## src/flash_host_pkg.sv

```systemverilog
// Constants, types and command tables for the page-write flash host controller
package flash_host_pkg;

	// Clock and timing
	localparam int CLK_PERIOD_PS   = 5000;
	localparam int WE_LOW_NS       = 15;
	localparam int WE_LOW_CYC      = (WE_LOW_NS * 1000 + CLK_PERIOD_PS - 1) / CLK_PERIOD_PS;
	localparam int READ_ACCESS_NS  = 120;
	localparam int READ_ACCESS_CYC = (READ_ACCESS_NS * 1000 + CLK_PERIOD_PS - 1) / CLK_PERIOD_PS;
	localparam int LOAD_WINDOW_US  = 200;
	localparam int LOAD_WINDOW_CYC = LOAD_WINDOW_US * (1000000 / CLK_PERIOD_PS);
	localparam int CMD_PAUSE_US    = 10;
	localparam int CMD_PAUSE_CYC   = (CMD_PAUSE_US * 1000000 + CLK_PERIOD_PS - 1) / CLK_PERIOD_PS;
	localparam int POWERUP_MS      = 5;
	localparam int POWERUP_CYC     = POWERUP_MS * (1000000000 / CLK_PERIOD_PS);
	localparam int CNT_W           = 21;
	localparam int PIN_CNT_W       = 8;

	// Flash word geometry
	localparam int FA_W      = 16;
	localparam int FD_W      = 16;
	localparam int PAGE_LSB  = 7;
	localparam int PAGE_W    = FA_W - PAGE_LSB;
	localparam int TOGGLE_LO = 6;
	localparam int TOGGLE_HI = 14;

	// Command addresses and words
	localparam logic [FA_W-1:0] CMD_ADDR_A    = 16'h5555;
	localparam logic [FA_W-1:0] CMD_ADDR_B    = 16'h2aaa;
	localparam logic [FD_W-1:0] UNLOCK_A      = 16'haaaa;
	localparam logic [FD_W-1:0] UNLOCK_B      = 16'h5555;
	localparam logic [FD_W-1:0] CODE_PROT_ON  = 16'ha0a0;
	localparam logic [FD_W-1:0] CODE_SETUP    = 16'h8080;
	localparam logic [FD_W-1:0] CODE_PROT_OFF = 16'h2020;
	localparam logic [FD_W-1:0] CODE_ERASE    = 16'h1010;
	localparam logic [FD_W-1:0] CODE_ID3      = 16'h9090;
	localparam logic [FD_W-1:0] CODE_ID6      = 16'h6060;
	localparam logic [FD_W-1:0] CODE_ID_EXIT  = 16'hf0f0;
	localparam logic [2:0]      SEQ_SHORT     = 3'h3;
	localparam logic [2:0]      SEQ_LONG      = 3'h6;

	// APB register map
	localparam int              APB_AW     = 8;
	localparam logic [APB_AW-1:0] REG_CMD    = 8'h00;
	localparam logic [APB_AW-1:0] REG_ADDR   = 8'h04;
	localparam logic [APB_AW-1:0] REG_WDATA  = 8'h08;
	localparam logic [APB_AW-1:0] REG_RDATA  = 8'h0c;
	localparam logic [APB_AW-1:0] REG_STATUS = 8'h10;
	localparam logic [APB_AW-1:0] REG_CTRL   = 8'h14;
	localparam int ST_BUSY      = 0;
	localparam int ST_PAGE_OPEN = 1;
	localparam int ST_ERR       = 2;
	localparam int ST_POWERUP   = 3;
	localparam int ST_ID_HV     = 4;
	localparam int CTRL_ID_HV   = 0;
	localparam int OP_W         = 3;

	typedef enum logic [OP_W-1:0] {
		OP_READ      = 3'h0,
		OP_LOAD      = 3'h1,
		OP_LOAD_PROT = 3'h2,
		OP_PROT_OFF  = 3'h3,
		OP_ERASE     = 3'h4,
		OP_ID_ENTER  = 3'h5,
		OP_ID_ENTER6 = 3'h6,
		OP_ID_EXIT   = 3'h7
	} op_t;

	function automatic logic [2:0] seq_len(input op_t op);
		case (op)
			OP_PROT_OFF, OP_ERASE, OP_ID_ENTER6: seq_len = SEQ_LONG;
			default:                             seq_len = SEQ_SHORT;
		endcase
	endfunction : seq_len

	function automatic logic [FA_W-1:0] seq_addr(input logic [2:0] idx);
		seq_addr = (idx == 3'h1 || idx == 3'h4) ? CMD_ADDR_B : CMD_ADDR_A;
	endfunction : seq_addr

	function automatic logic [FD_W-1:0] seq_data(input op_t op, input logic [2:0] idx);
		case (idx)
			3'h0, 3'h3: seq_data = UNLOCK_A;
			3'h1, 3'h4: seq_data = UNLOCK_B;
			3'h2: begin
				case (op)
					OP_LOAD_PROT: seq_data = CODE_PROT_ON;
					OP_ID_ENTER:  seq_data = CODE_ID3;
					OP_ID_EXIT:   seq_data = CODE_ID_EXIT;
					default:      seq_data = CODE_SETUP;
				endcase
			end
			default: begin
				case (op)
					OP_PROT_OFF: seq_data = CODE_PROT_OFF;
					OP_ERASE:    seq_data = CODE_ERASE;
					default:     seq_data = CODE_ID6;
				endcase
			end
		endcase
	endfunction : seq_data

endpackage : flash_host_pkg

```

## src/flash_cycle_if.sv

```systemverilog
// One flash bus cycle request and its answer, between sequencer and pin driver
`timescale 1ns/1ps
`default_nettype none
interface flash_cycle_if;
	import flash_host_pkg::*;
	logic            req;
	logic            wr;
	logic [FA_W-1:0] addr;
	logic [FD_W-1:0] wdata;
	logic            done;
	logic [FD_W-1:0] rdata;
	modport master (output req, output wr, output addr, output wdata, input done, input rdata);
	modport slave  (input req, input wr, input addr, input wdata, output done, output rdata);
endinterface : flash_cycle_if
`default_nettype wire

```

## src/flash_host.sv

```systemverilog
// Host controller: APB registers, command sequencer and page load pacing for the flash
//
// Decided for this implementation: the register addresses and the APB slave port.
`timescale 1ns/1ps
`default_nettype none
module flash_host #(
	parameter int POWERUP_CYCLES     = flash_host_pkg::POWERUP_CYC,
	parameter int LOAD_WINDOW_CYCLES = flash_host_pkg::LOAD_WINDOW_CYC
) (
	input  wire logic                            ref_clk,
	input  wire logic                            rst,
	input  wire logic                            psel,
	input  wire logic                            penable,
	input  wire logic                            pwrite,
	input  wire logic [flash_host_pkg::APB_AW-1:0] paddr,
	input  wire logic [31:0]                     pwdata,
	output var  logic [31:0]                     prdata,
	output var  logic                            pready,
	output var  logic                            pslverr,
	output var  logic                            chip_select_n,
	output var  logic                            output_gate_n,
	output var  logic                            write_strobe_n,
	output var  logic                            id_override_line,
	output var  logic [flash_host_pkg::FA_W-1:0]   flash_addr,
	output var  logic [flash_host_pkg::FD_W-1:0]   flash_dq_o,
	output var  logic                            flash_dq_oe_n,
	input  wire logic [flash_host_pkg::FD_W-1:0]   flash_dq_i
);
	import flash_host_pkg::*;

	typedef enum logic [2:0] {
		S_POWERUP = 3'h0,
		S_IDLE    = 3'h1,
		S_SEQ     = 3'h2,
		S_WORD    = 3'h3,
		S_WINDOW  = 3'h4,
		S_PAUSE   = 3'h5,
		S_POLL    = 3'h6
	} host_state_t;

	localparam logic [CNT_W-1:0] PWRUP_LAST = CNT_W'(POWERUP_CYCLES - 1);
	localparam logic [CNT_W-1:0] WIN_OPEN   = CNT_W'(LOAD_WINDOW_CYCLES);
	localparam logic [CNT_W-1:0] WIN_POLL   = CNT_W'(LOAD_WINDOW_CYCLES + CMD_PAUSE_CYC);
	localparam logic [CNT_W-1:0] PAUSE_LAST = CNT_W'(CMD_PAUSE_CYC - 1);

	flash_cycle_if cyc ();

	host_state_t       state_q;
	op_t               op_q;
	logic [2:0]        idx_q;
	logic [CNT_W-1:0]  cnt_q;
	logic [FA_W-1:0]   addr_q;
	logic [FD_W-1:0]   wdata_q;
	logic [FA_W-1:0]   word_addr_q;
	logic [FD_W-1:0]   word_data_q;
	logic [PAGE_W-1:0] page_q;
	logic [FA_W-1:0]   poll_addr_q;
	logic [FD_W-1:0]   prev_q;
	logic              have_prev_q;
	logic [FD_W-1:0]   rdata_q;
	logic              err_q;

	// APB decode
	wire        apb_access = psel && penable && pready;
	wire        apb_wr     = apb_access && pwrite;
	wire        cmd_wr     = apb_wr && (paddr == REG_CMD);
	wire op_t   op_new     = op_t'(pwdata[OP_W-1:0]);
	wire        same_page  = (addr_q[FA_W-1:PAGE_LSB] == page_q);
	wire        hv_block   = id_override_line && (op_new != OP_READ);
	wire        take_idle  = (state_q == S_IDLE) && !hv_block;
	wire        take_win   = (state_q == S_WINDOW) && (op_new == OP_LOAD) && same_page
		&& (cnt_q < WIN_OPEN);
	wire        accept     = cmd_wr && (take_idle || take_win);
	wire        has_prefix = (op_new != OP_READ) && (op_new != OP_LOAD);
	wire        mapped     = (paddr == REG_CMD) || (paddr == REG_ADDR) || (paddr == REG_WDATA)
		|| (paddr == REG_RDATA) || (paddr == REG_STATUS) || (paddr == REG_CTRL);
	wire        busy       = (state_q != S_IDLE) && (state_q != S_WINDOW);
	wire [31:0] status_word = {27'h0, id_override_line, state_q == S_POWERUP, err_q,
		state_q == S_WINDOW, busy};
	wire [31:0] rd_mux     = (paddr == REG_ADDR)   ? {16'h0, addr_q} :
		(paddr == REG_WDATA)  ? {16'h0, wdata_q} :
		(paddr == REG_RDATA)  ? {16'h0, rdata_q} :
		(paddr == REG_STATUS) ? status_word :
		(paddr == REG_CTRL)   ? {31'h0, id_override_line} : 32'h0;

	// Sequencer to pin cycle request
	wire seq_last   = (idx_q == seq_len(op_q) - 3'h1);
	wire toggle_eq  = (prev_q[TOGGLE_LO] == cyc.rdata[TOGGLE_LO])
		&& (prev_q[TOGGLE_HI] == cyc.rdata[TOGGLE_HI]);
	assign cyc.req   = (state_q == S_SEQ) || (state_q == S_WORD) || (state_q == S_POLL);
	assign cyc.wr    = (state_q == S_SEQ) || ((state_q == S_WORD) && (op_q != OP_READ));
	assign cyc.addr  = (state_q == S_SEQ) ? seq_addr(idx_q) :
		(state_q == S_WORD) ? word_addr_q : poll_addr_q;
	assign cyc.wdata = (state_q == S_SEQ) ? seq_data(op_q, idx_q) : word_data_q;

	flash_pin_cycle u_pins (
		.ref_clk        (ref_clk),
		.rst            (rst),
		.cyc            (cyc.slave),
		.chip_select_n  (chip_select_n),
		.output_gate_n  (output_gate_n),
		.write_strobe_n (write_strobe_n),
		.flash_addr     (flash_addr),
		.flash_dq_o     (flash_dq_o),
		.flash_dq_oe_n  (flash_dq_oe_n),
		.flash_dq_i     (flash_dq_i)
	);

	// APB slave: answers in the first access cycle
	always_ff @(posedge ref_clk or posedge rst) begin
		if (rst) begin
			pready  <= 1'b0;
			pslverr <= 1'b0;
			prdata  <= '0;
		end else begin
			pready  <= psel && !penable;
			pslverr <= psel && !penable && !mapped;
			prdata  <= (psel && !penable) ? rd_mux : 32'h0;
		end
	end

	always_ff @(posedge ref_clk or posedge rst) begin
		if (rst) begin
			addr_q           <= '0;
			wdata_q          <= '0;
			id_override_line <= 1'b0;
		end else if (apb_wr) begin
			if (paddr == REG_ADDR) addr_q <= pwdata[FA_W-1:0];
			if (paddr == REG_WDATA) wdata_q <= pwdata[FD_W-1:0];
			// Idle only: a raised id line during a window or poll would corrupt polling
			if (paddr == REG_CTRL && state_q == S_IDLE) id_override_line <= pwdata[CTRL_ID_HV];
		end
	end

	// Refused command is sticky until the next accepted one
	always_ff @(posedge ref_clk or posedge rst) begin
		if (rst) begin
			err_q <= 1'b0;
		end else if (cmd_wr) begin
			err_q <= !accept;
		end
	end

	always_ff @(posedge ref_clk or posedge rst) begin
		if (rst) begin
			state_q     <= S_POWERUP;
			op_q        <= OP_READ;
			idx_q       <= '0;
			cnt_q       <= '0;
			word_addr_q <= '0;
			word_data_q <= '0;
			page_q      <= '0;
			poll_addr_q <= '0;
			prev_q      <= '0;
			have_prev_q <= 1'b0;
			rdata_q     <= '0;
		end else if (accept) begin
			op_q        <= op_new;
			idx_q       <= '0;
			word_addr_q <= addr_q;
			word_data_q <= wdata_q;
			state_q     <= has_prefix ? S_SEQ : S_WORD;
		end else begin
			case (state_q)
				S_POWERUP: begin
					cnt_q <= cnt_q + 1'b1;
					if (cnt_q == PWRUP_LAST) state_q <= S_IDLE;
				end
				S_SEQ: begin
					if (cyc.done && !seq_last) idx_q <= idx_q + 3'h1;
					if (cyc.done && seq_last) begin
						cnt_q       <= '0;
						have_prev_q <= 1'b0;
						poll_addr_q <= CMD_ADDR_A;
						case (op_q)
							OP_LOAD_PROT: state_q <= S_WORD;
							OP_ERASE:     state_q <= S_POLL;
							default:      state_q <= S_PAUSE;
						endcase
					end
				end
				S_WORD: begin
					if (cyc.done && op_q == OP_READ) begin
						rdata_q <= cyc.rdata;
						state_q <= S_IDLE;
					end else if (cyc.done) begin
						page_q      <= word_addr_q[FA_W-1:PAGE_LSB];
						poll_addr_q <= word_addr_q;
						cnt_q       <= '0;
						state_q     <= S_WINDOW;
					end
				end
				S_WINDOW: begin
					cnt_q <= cnt_q + 1'b1;
					if (cnt_q == WIN_POLL) begin
						have_prev_q <= 1'b0;
						state_q     <= S_POLL;
					end
				end
				S_PAUSE: begin
					cnt_q <= cnt_q + 1'b1;
					if (cnt_q == PAUSE_LAST) state_q <= S_IDLE;
				end
				S_POLL: begin
					if (cyc.done) begin
						prev_q      <= cyc.rdata;
						have_prev_q <= 1'b1;
						if (have_prev_q && toggle_eq) begin
							rdata_q <= cyc.rdata;
							state_q <= S_IDLE;
						end
					end
				end
				S_IDLE:  cnt_q <= '0;
				default: state_q <= S_IDLE;
			endcase
		end
	end

endmodule : flash_host
`default_nettype wire

```

## src/flash_pin_cycle.sv

```systemverilog
// Drives one read or write cycle on the flash pins
`timescale 1ns/1ps
`default_nettype none
module flash_pin_cycle (
	input  wire logic                          ref_clk,
	input  wire logic                          rst,
	flash_cycle_if.slave                       cyc,
	output var  logic                          chip_select_n,
	output var  logic                          output_gate_n,
	output var  logic                          write_strobe_n,
	output var  logic [flash_host_pkg::FA_W-1:0] flash_addr,
	output var  logic [flash_host_pkg::FD_W-1:0] flash_dq_o,
	output var  logic                          flash_dq_oe_n,
	input  wire logic [flash_host_pkg::FD_W-1:0] flash_dq_i
);
	import flash_host_pkg::*;

	typedef enum logic [2:0] {
		C_IDLE    = 3'h0,
		C_SETUP   = 3'h1,
		C_STROBE  = 3'h2,
		C_RELEASE = 3'h3,
		C_DONE    = 3'h4
	} cyc_state_t;

	localparam logic [PIN_CNT_W-1:0] WE_LAST = PIN_CNT_W'(WE_LOW_CYC - 1);
	localparam logic [PIN_CNT_W-1:0] RD_LAST = PIN_CNT_W'(READ_ACCESS_CYC - 1);

	cyc_state_t           state_q;
	logic [PIN_CNT_W-1:0] cnt_q;
	logic                 wr_q;
	logic                 done_q;
	logic [FD_W-1:0]      rdata_q;
	wire  [PIN_CNT_W-1:0] strobe_last = wr_q ? WE_LAST : RD_LAST;
	wire                  strobe_end  = (state_q == C_STROBE) && (cnt_q == strobe_last);

	assign cyc.done  = done_q;
	assign cyc.rdata = rdata_q;

	always_ff @(posedge ref_clk or posedge rst) begin
		if (rst) begin
			state_q <= C_IDLE;
			cnt_q   <= '0;
			done_q  <= 1'b0;
		end else begin
			done_q <= (state_q == C_RELEASE);
			cnt_q  <= (state_q == C_STROBE) ? cnt_q + 1'b1 : '0;
			case (state_q)
				C_IDLE:    state_q <= cyc.req ? C_SETUP : C_IDLE;
				C_SETUP:   state_q <= C_STROBE;
				C_STROBE:  state_q <= strobe_end ? C_RELEASE : C_STROBE;
				C_RELEASE: state_q <= C_DONE;
				C_DONE:    state_q <= C_IDLE;
				default:   state_q <= C_IDLE;
			endcase
		end
	end

	// Select falls first, so the strobe edge latches the address
	always_ff @(posedge ref_clk or posedge rst) begin
		if (rst) begin
			chip_select_n  <= 1'b1;
			output_gate_n  <= 1'b1;
			write_strobe_n <= 1'b1;
			flash_dq_oe_n  <= 1'b1;
			flash_addr     <= '0;
			flash_dq_o     <= '0;
			wr_q           <= 1'b0;
		end else if (state_q == C_IDLE && cyc.req) begin
			chip_select_n <= 1'b0;
			flash_addr    <= cyc.addr;
			flash_dq_o    <= cyc.wdata;
			flash_dq_oe_n <= ~cyc.wr;
			wr_q          <= cyc.wr;
		end else if (state_q == C_SETUP) begin
			write_strobe_n <= ~wr_q;
			output_gate_n  <= wr_q;
		end else if (strobe_end) begin
			write_strobe_n <= 1'b1;
			output_gate_n  <= 1'b1;
		end else if (state_q == C_RELEASE) begin
			chip_select_n <= 1'b1;
			flash_dq_oe_n <= 1'b1;
		end
	end

	always_ff @(posedge ref_clk or posedge rst) begin
		if (rst) begin
			rdata_q <= '0;
		end else if (strobe_end && !wr_q) begin
			rdata_q <= flash_dq_i;
		end
	end

endmodule : flash_pin_cycle
`default_nettype wire
```

## config.mk

```make
export PLATFORM = sky130hd
export DESIGN_NAME = flash_host
export DESIGN_NICKNAME = d
export VERILOG_FILES = /design/src/flash_host_pkg.sv /design/src/flash_cycle_if.sv /design/src/flash_host.sv /design/src/flash_pin_cycle.sv
export SDC_FILE = /design/constraint.sdc
export NUM_CORES = 1
export LEC_CHECK = 0
export ABC_AREA = 1
export BUFFER_PORTS_ARGS = -buffer_cell sky130_fd_sc_hd__clkbuf_2
export CORE_UTILIZATION = 60
export CTS_CLUSTER_SIZE = 24
export DETAILED_ROUTE_END_ITERATION = 16
export HOLD_SLACK_MARGIN = 0.08
export PLACE_DENSITY_LB_ADDON = 0.08
export SLEW_MARGIN = 20
export SYNTH_ARGS = -nofsm -noshare
export SYNTH_HDL_FRONTEND = slang
export SYNTH_SLANG_ARGS = --single-unit
```

## constraint.sdc

```tcl
create_clock -name ref_clk -period 12.82 [get_ports ref_clk]
set_input_delay 3.205 -clock ref_clk [delete_from_list [all_inputs] [get_ports ref_clk]]
set_output_delay 3.205 -clock ref_clk [all_outputs]
set_load 0.005 [all_outputs]
```

==> results.sh, run 1 <==
export IMPL_yosys_area_top_type="dfrtp_1"
export IMPL_syn_area_mm2=0.0108
export IMPL_ys_seq_area_share_pct=51.9
export IMPL_root_buffer="clkbuf_16"
export IMPL_synthDistinctLibCells=50
export IMPL_clk_pin_slew_ns=0.06
export IMPL_core_area_mm2=0.0174
export IMPL_ys_flop_type="dfrtp_1"
export IMPL_synth_most_common_cell="nand2_1"
export IMPL_hold_buffers=0
export IMPL_wl_um=26600
export IMPL_ys_async_sr_fraction_pct=100
export IMPL_period_share_pct=38.5
export IMPL_slew_viol_final=0
export IMPL_first_iter_violations=933
export IMPL_numClockSinks=223
export IMPL_ctsResizeCount=0
export IMPL_fin_setup_tns_ns=0
export IMPL_fin_skew_ns=0.0102
export IMPL_cts_tree="yes"
export IMPL_wl_met2_um=11300
export IMPL_power_density_mw_per_mm2=124
export IMPL_met3_length_um=2080
export IMPL_worstMarginPinSlew_ns=0.932
export IMPL_critPathArrivalTime_ns=5.34
export IMPL_floorplan_initialDensity_pct=61.8
export IMPL_syn_area_per_cell_um2=8.29
export IMPL_grt_pass1_vias=8211
export IMPL_wl_per_cell_um=16.4
export IMPL_finalHoldViolCount=0
export IMPL_synth_top_area_share_pct=51.0
export IMPL_io_buffer_count=99
export IMPL_layout_drive_gt1_share_pct=13.4
export IMPL_max_cap_viol_count=0
export IMPL_routabilityCongestion=0.907
export IMPL_synth_area_leaders="dfrtp_1 (51%), nand2_1 (13%), inv_1 (4.5%)"
export IMPL_hpwl_um=18100
export IMPL_drt_met1_wl_um=12600
export IMPL_die_h_um=136
export IMPL_worstSetupPathType="primary input to flop"
export IMPL_end_kind="flop"
export IMPL_synth_common_cells="nand2_1 (381), dfrtp_1 (219), inv_1 (128), nor2_1 (98), o21ai_0 (94)"
export IMPL_vias_per_cell=5.49
export IMPL_diodes=0
export IMPL_grt_util_all_layers_pct=30.2
export IMPL_ant_nets=0
export IMPL_yosysWarnings=0
export IMPL_cts_made_buffers=24
export IMPL_synth_edf_count=0
export IMPL_hp_class="flop to flop"
export IMPL_pin_count=132
export IMPL_grt_max_degree=145
export IMPL_clock_latency_ns=0.52
export IMPL_peakVddDrop_uv=120
export IMPL_overflow=0
export IMPL_syn_inst=1298
export IMPL_path_max_fanout=32
export IMPL_status="complete, no violations"
export IMPL_drc=0
export IMPL_timing_hold_ws_ns=0.434
export IMPL_clockBufferDepth=3
export IMPL_die_area_mm2=0.0185
export IMPL_cts_setup_buffers=0
export IMPL_required_ns=13.23
export IMPL_dr_pass1_iters=5
export IMPL_htree_levels=1
export IMPL_final_nets=1445
export IMPL_p_leak_nw=6.00
export IMPL_routed_via_count=8888
export IMPL_relSlewSlack_pct=37.7
export IMPL_rsz0062_at_grt="no"
export IMPL_grt_pass1_wl_um=43100
export IMPL_rows=48
export IMPL_postSynthRegisterBits=223
export IMPL_min_period_ns=4.93
export IMPL_die_w_um=136
export IMPL_highest_layer="met4"
export IMPL_antenna_found_initial=0
export IMPL_maxClockFrequency_ghz=0.203
export IMPL_worstSetupStartpointType="primary input"
export IMPL_setup_viol=0
export IMPL_area_growth_pct=12.0
export IMPL_fill_cells=1425
==> stage by stage <==
step | worst slack (ns) | cell area (um^2) | instances | total power, mW | utilization (%)
finish | 7.89 | 12000 | 1618 | 1.49 | 69.2
global route | 7.62 | 12000 | 1618 | 1.54 | 69.2
CTS | 7.92 | 12000 | 1617 | 1.50 | 68.9
detailed placement | 7.39 | 11200 | 1574 | 0.818 | 64.4
global placement | 7.48 | 11200 | 1574 | 0.817 | 64.4
floorplan | 3.52 | 10800 | 1313 | 0.798 | -
==> kinds of logic after synthesis <==
kind of cell,Yosys count,share of synthesized area (%)
compound gates,189,9.87
other cells,1,0.0349
buf+inv,204,8.55
simple gates,642,25.8
flops,223,51.9
mux,16,1.68
fa+ha+maj,8,0.931
xor+xnor,15,1.22
==> cell type report <==
type / instances / area (um^2) / area share, %
clock buffer: 35 / 703 / 5.84
clock inverter: 8 / 77.6 / 0.644
inverter: 136 / 518 / 4.30
multi-input combinational: 886 / 4320 / 35.8
sequential: 223 / 5590 / 46.4
tap: 225 / 282 / 2.34
timing repair buffer: 105 / 564 / 4.68
==> path summary, 6_finish.rpt <==
kind | start | endpoint | slack, ns | depth (start not counted)
min reg2reg | u_pins.wr_q | u_pins.write_strobe_n | 0.43 | 1
min | u_pins.wr_q | u_pins.write_strobe_n | 0.43 | 1
max reg2reg | cnt_q[12] | word_addr_q[6] | 10.00 | 12
max | paddr[1] | addr_q[8] | 7.89 | 6
min in group asynchronous | rst | u_pins.cyc.rdata[5] | 2.65 | 2
max in group asynchronous | rst | poll_addr_q[11] | 9.20 | 3
==> report_power, final <==
group / internal (mW) / switching, mW / total [mW]
registers: 0.713 / 0.0123 / 0.725
logic: 0.0252 / 0.0577 / 0.0829
clock network: 0.402 / 0.282 / 0.684
total: 1.14 / 0.352 / 1.49
==> sequential cells by signal, summed over array words and instances (netlist names), 2 cells and up <==
name	cells
addr_q	16
cnt_q	21
idx_q	3
op_q	3
page_q	9
poll_addr_q	16
prdata	16
prev_q	2
rdata_q	16
state_q	3
u_pins.cnt_q	8
u_pins.cyc.rdata	16
u_pins.flash_addr	16
u_pins.flash_dq_o	16
u_pins.state_q	3
wdata_q	16
word_addr_q	16
word_data_q	16
==> cells in the final DEF (no fill, tap or decap), drive strengths merged <==
master,netlist,routed
a21boi,1,1
a21oi,42,42
a221oi,1,1
a22o,1,1
a22oi,3,3
a31oi,7,7
buf,52,6
bufinv,0,1
clkbuf,16,134
clkinv,3,7
clkinvlp,0,2
conb,1,16
dfrtp,219,219
dfstp,4,4
ha,8,8
inv,133,134
mux2,16,16
nand2,383,383
nand3,80,80
nand3b,1,1
nand4,34,34
nor2,108,108
nor3,24,24
nor3b,3,3
nor4,1,1
o2111ai,1,1
o211ai,8,8
o21a,11,11
o21ai,106,106
o21bai,1,1
o221ai,2,2
o311ai,3,3
o31ai,1,1
o41ai,1,1
or2,8,8
xnor2,8,8
xor2,7,7
==> layer usage <==
| metal | up-vias | GRT usage (%) |
|---|---|---|
| li1 | 4325 | - |
| met1 | 4202 | 46.3 |
| met2 | 323 | 43.3 |
| met3 | 38 | 5.70 |
| met4 | 0 | 8.77 |
| met5 | - | 0 |
==> worst max-delay path: stages <==
cell      delay (ns)
clkbuf_2        0.11
nor3_4          0.30
nand3_1         0.18
nor2_2          0.43
nand2_1         0.69
o21ai_0         0.42
Power figures use the tool's default switching activity.
==> run 2: changes to the inputs <==
- CORE_UTILIZATION: 60 -> 53
- clock period: 12.82 -> 3.99 ns (I/O delays scaled with it)
==> run 2 against run 1 <==
Hold slack gained 0.011 ns. Combinational power grew to 3.2 times the previous value. Die area grew 13%. Global-route usage shrank 3.7 points. Sequential power grew to 3.2 times the previous value. Critical path type is now flop to flop.
==> results.sh, run 2 (synthesis results as in run 1) <==
export IMPL_status="complete, no violations"
export IMPL_required_ns=4.38
export IMPL_power_internal_mw=3.72
export IMPL_max_cap_viol_count=0
export IMPL_p_comb_share_pct=5.5
export IMPL_die_h_um=144
export IMPL_ant_nets=0
export IMPL_postPlaceCellArea_mm2=0.0113
export IMPL_worst_path_max_delay_cell="dfrtp_1"
export IMPL_die_area_mm2=0.0209
export IMPL_reg2regPathDepth=9
export IMPL_rows=51
export IMPL_antenna_found_initial=0
export IMPL_diodes=0
export IMPL_io_buffer_count=99
export IMPL_clk_pin_slew_ns=0.06
export IMPL_fin_setup_tns_ns=0
export IMPL_wl_per_cell_um=16.0
export IMPL_routabilityCongestion=0.913
export IMPL_setup_viol=0
export IMPL_floorplan_initialDensity_pct=54.7
export IMPL_htree_levels=1
export IMPL_final_util_pct=61.6
export IMPL_min_period_ns=2.77
export IMPL_power_switching_mw=1.10
export IMPL_p_leak_nw=6.02
export IMPL_wl_um=26600
export IMPL_finalHoldViolCount=0
export IMPL_crit_buf_inv=2
export IMPL_cts_made_buffers=24
export IMPL_crit_top_cell="nand2_1"
export IMPL_overflow=0
export IMPL_pin_count=132
export IMPL_cp_depth=9
export IMPL_largest_register_ff_count=21
export IMPL_ctsResizeCount=0
export IMPL_worstMarginPinSlew_ns=0.944
export IMPL_end_kind="flop"
export IMPL_hold_depth=1
export IMPL_numClockSinks=223
export IMPL_cp_top_family="simple AND/OR/NAND/NOR gates"
export IMPL_grt_max_degree=159
export IMPL_maxClockFrequency_ghz=0.361
export IMPL_root_buffer="clkbuf_16"
export IMPL_finalInstanceArea_mm2=0.0121
export IMPL_hp_class="flop to flop"
export IMPL_worstPathCellList="inv_1 -> nand2_1 -> nor2_4 -> nand2_1 -> inv_2 -> nor2_4 -> nand3_2 -> nand2_1 -> nand2_1"
export IMPL_area_growth_pct=12.6
export IMPL_hold_buffers=0
export IMPL_swShare_pct=22.9
export IMPL_slew_viol_final=0
export IMPL_power_share_sequential_pct=48.3
export IMPL_cts_setup_buffers=0
export IMPL_clock_latency_ns=0.51
export IMPL_final_cell_mix="nand2_1 (381), dfrtp_1 (219), inv_1 (127)"
export IMPL_critPathArrivalTime_ns=3.16
export IMPL_die_w_um=144
export IMPL_relSlewSlack_pct=36.9
export IMPL_cp_slowest_stage_delay_ns=0.51
export IMPL_path_max_fanout=21
export IMPL_peakVddDrop_uv=377
export IMPL_drc=0
export IMPL_cts_tree="yes"
export IMPL_final_nets=1450
export IMPL_fill_cells=1755
export IMPL_routed_via_count=8780
export IMPL_vias_per_cell=5.28
export IMPL_clockBufferDepth=3
export IMPL_rsz0062_at_grt="no"
export IMPL_worstSetupPathType="flop to flop"
export IMPL_power_density_mw_per_mm2=398
export IMPL_core_area_mm2=0.0197
export IMPL_grt_util_all_layers_pct=26.5
export IMPL_grt_pass1_wl_um=42400
export IMPL_dr_pass1_iters=5
export IMPL_hpwl_um=18700
export IMPL_finalPower_mw=4.82
export IMPL_fin_skew_ns=0.0107
export IMPL_regMostFlops="cnt_q"
export IMPL_grt_pass1_vias=7830
export IMPL_first_iter_violations=619
export IMPL_period_share_pct=69.4
export IMPL_final_common_cell="nand2_1"
export IMPL_layout_drive_gt1_share_pct=13.5
export IMPL_clkPwrFrac_pct=46.2
export IMPL_worstSetupStartpointType="flop"
-- run 2: cell types whose count changed in the layout (fill, tap and decap cells not counted), sizes merged --
cell,before,now
clkinv,7,6
clkbuf,134,136
clkinvlp,2,1
inv,134,132
bufinv,1,2
buf,6,11
-- run 2: layout make-up --
type	count	area, um^2	share of cell area, %
Multi-Input combinational cell	886	4310	35.6
Clock inverter	5	75.1	0.620
Inverter	136	514	4.24
Sequential cell	223	5590	46.1
Clock buffer	37	711	5.87
Timing Repair Buffer	110	591	4.88
Tap cell	265	332	2.74
-- run 2: metal layers --
layer / GRT usage [%] / wire length, um / up-vias
li1: - / - / 4338
met1: 42.8 / 13600 / 4141
met2: 36.4 / 10900 / 268
met3: 3.91 / 1550 / 33
met4: 6.81 / 571 / 0
met5: 0 / 0 / -
-- run 2: worst paths after layout --
| kind | slack, ns | endpoint | from |
|---|---|---|---|
| max | 1.22 | cnt_q[9] | state_q[2] |
| min | 0.45 | u_pins.write_strobe_n | u_pins.wr_q |
| max reg2reg | 1.22 | cnt_q[9] | state_q[2] |
| min reg2reg | 0.45 | u_pins.write_strobe_n | u_pins.wr_q |
| max in group asynchronous | 2.56 | u_pins.cyc.rdata[3] | rst |
| min in group asynchronous | 0.65 | cnt_q[1] | rst |
-- run 2: power by group through the flow --
| stage | clock network (mW) | logic, mW | registers (mW) |
|---|---|---|---|
| 2_1_floorplan | 0 | 0.215 | 2.35 |
| 3_3_place_gp | 0 | 0.263 | 2.37 |
| 3_5_place_dp | 0 | 0.268 | 2.37 |
| 4_1_cts | 2.26 | 0.268 | 2.33 |
| 5_1_grt | 2.36 | 0.304 | 2.33 |
| 6_report | 2.23 | 0.264 | 2.33 |
-- run 2: stage by stage --
stage | instances | setup WS [ns] | hold slack (ns)
2_1_floorplan | 1313 | 0.0857 | 0.405
3_3_place_gp | 1620 | 1.10 | 0.428
3_5_place_dp | 1620 | 1.05 | 0.442
4_1_cts | 1662 | 1.25 | 0.454
5_1_grt | 1662 | 0.973 | 0.466
6_report | 1662 | 1.22 | 0.445
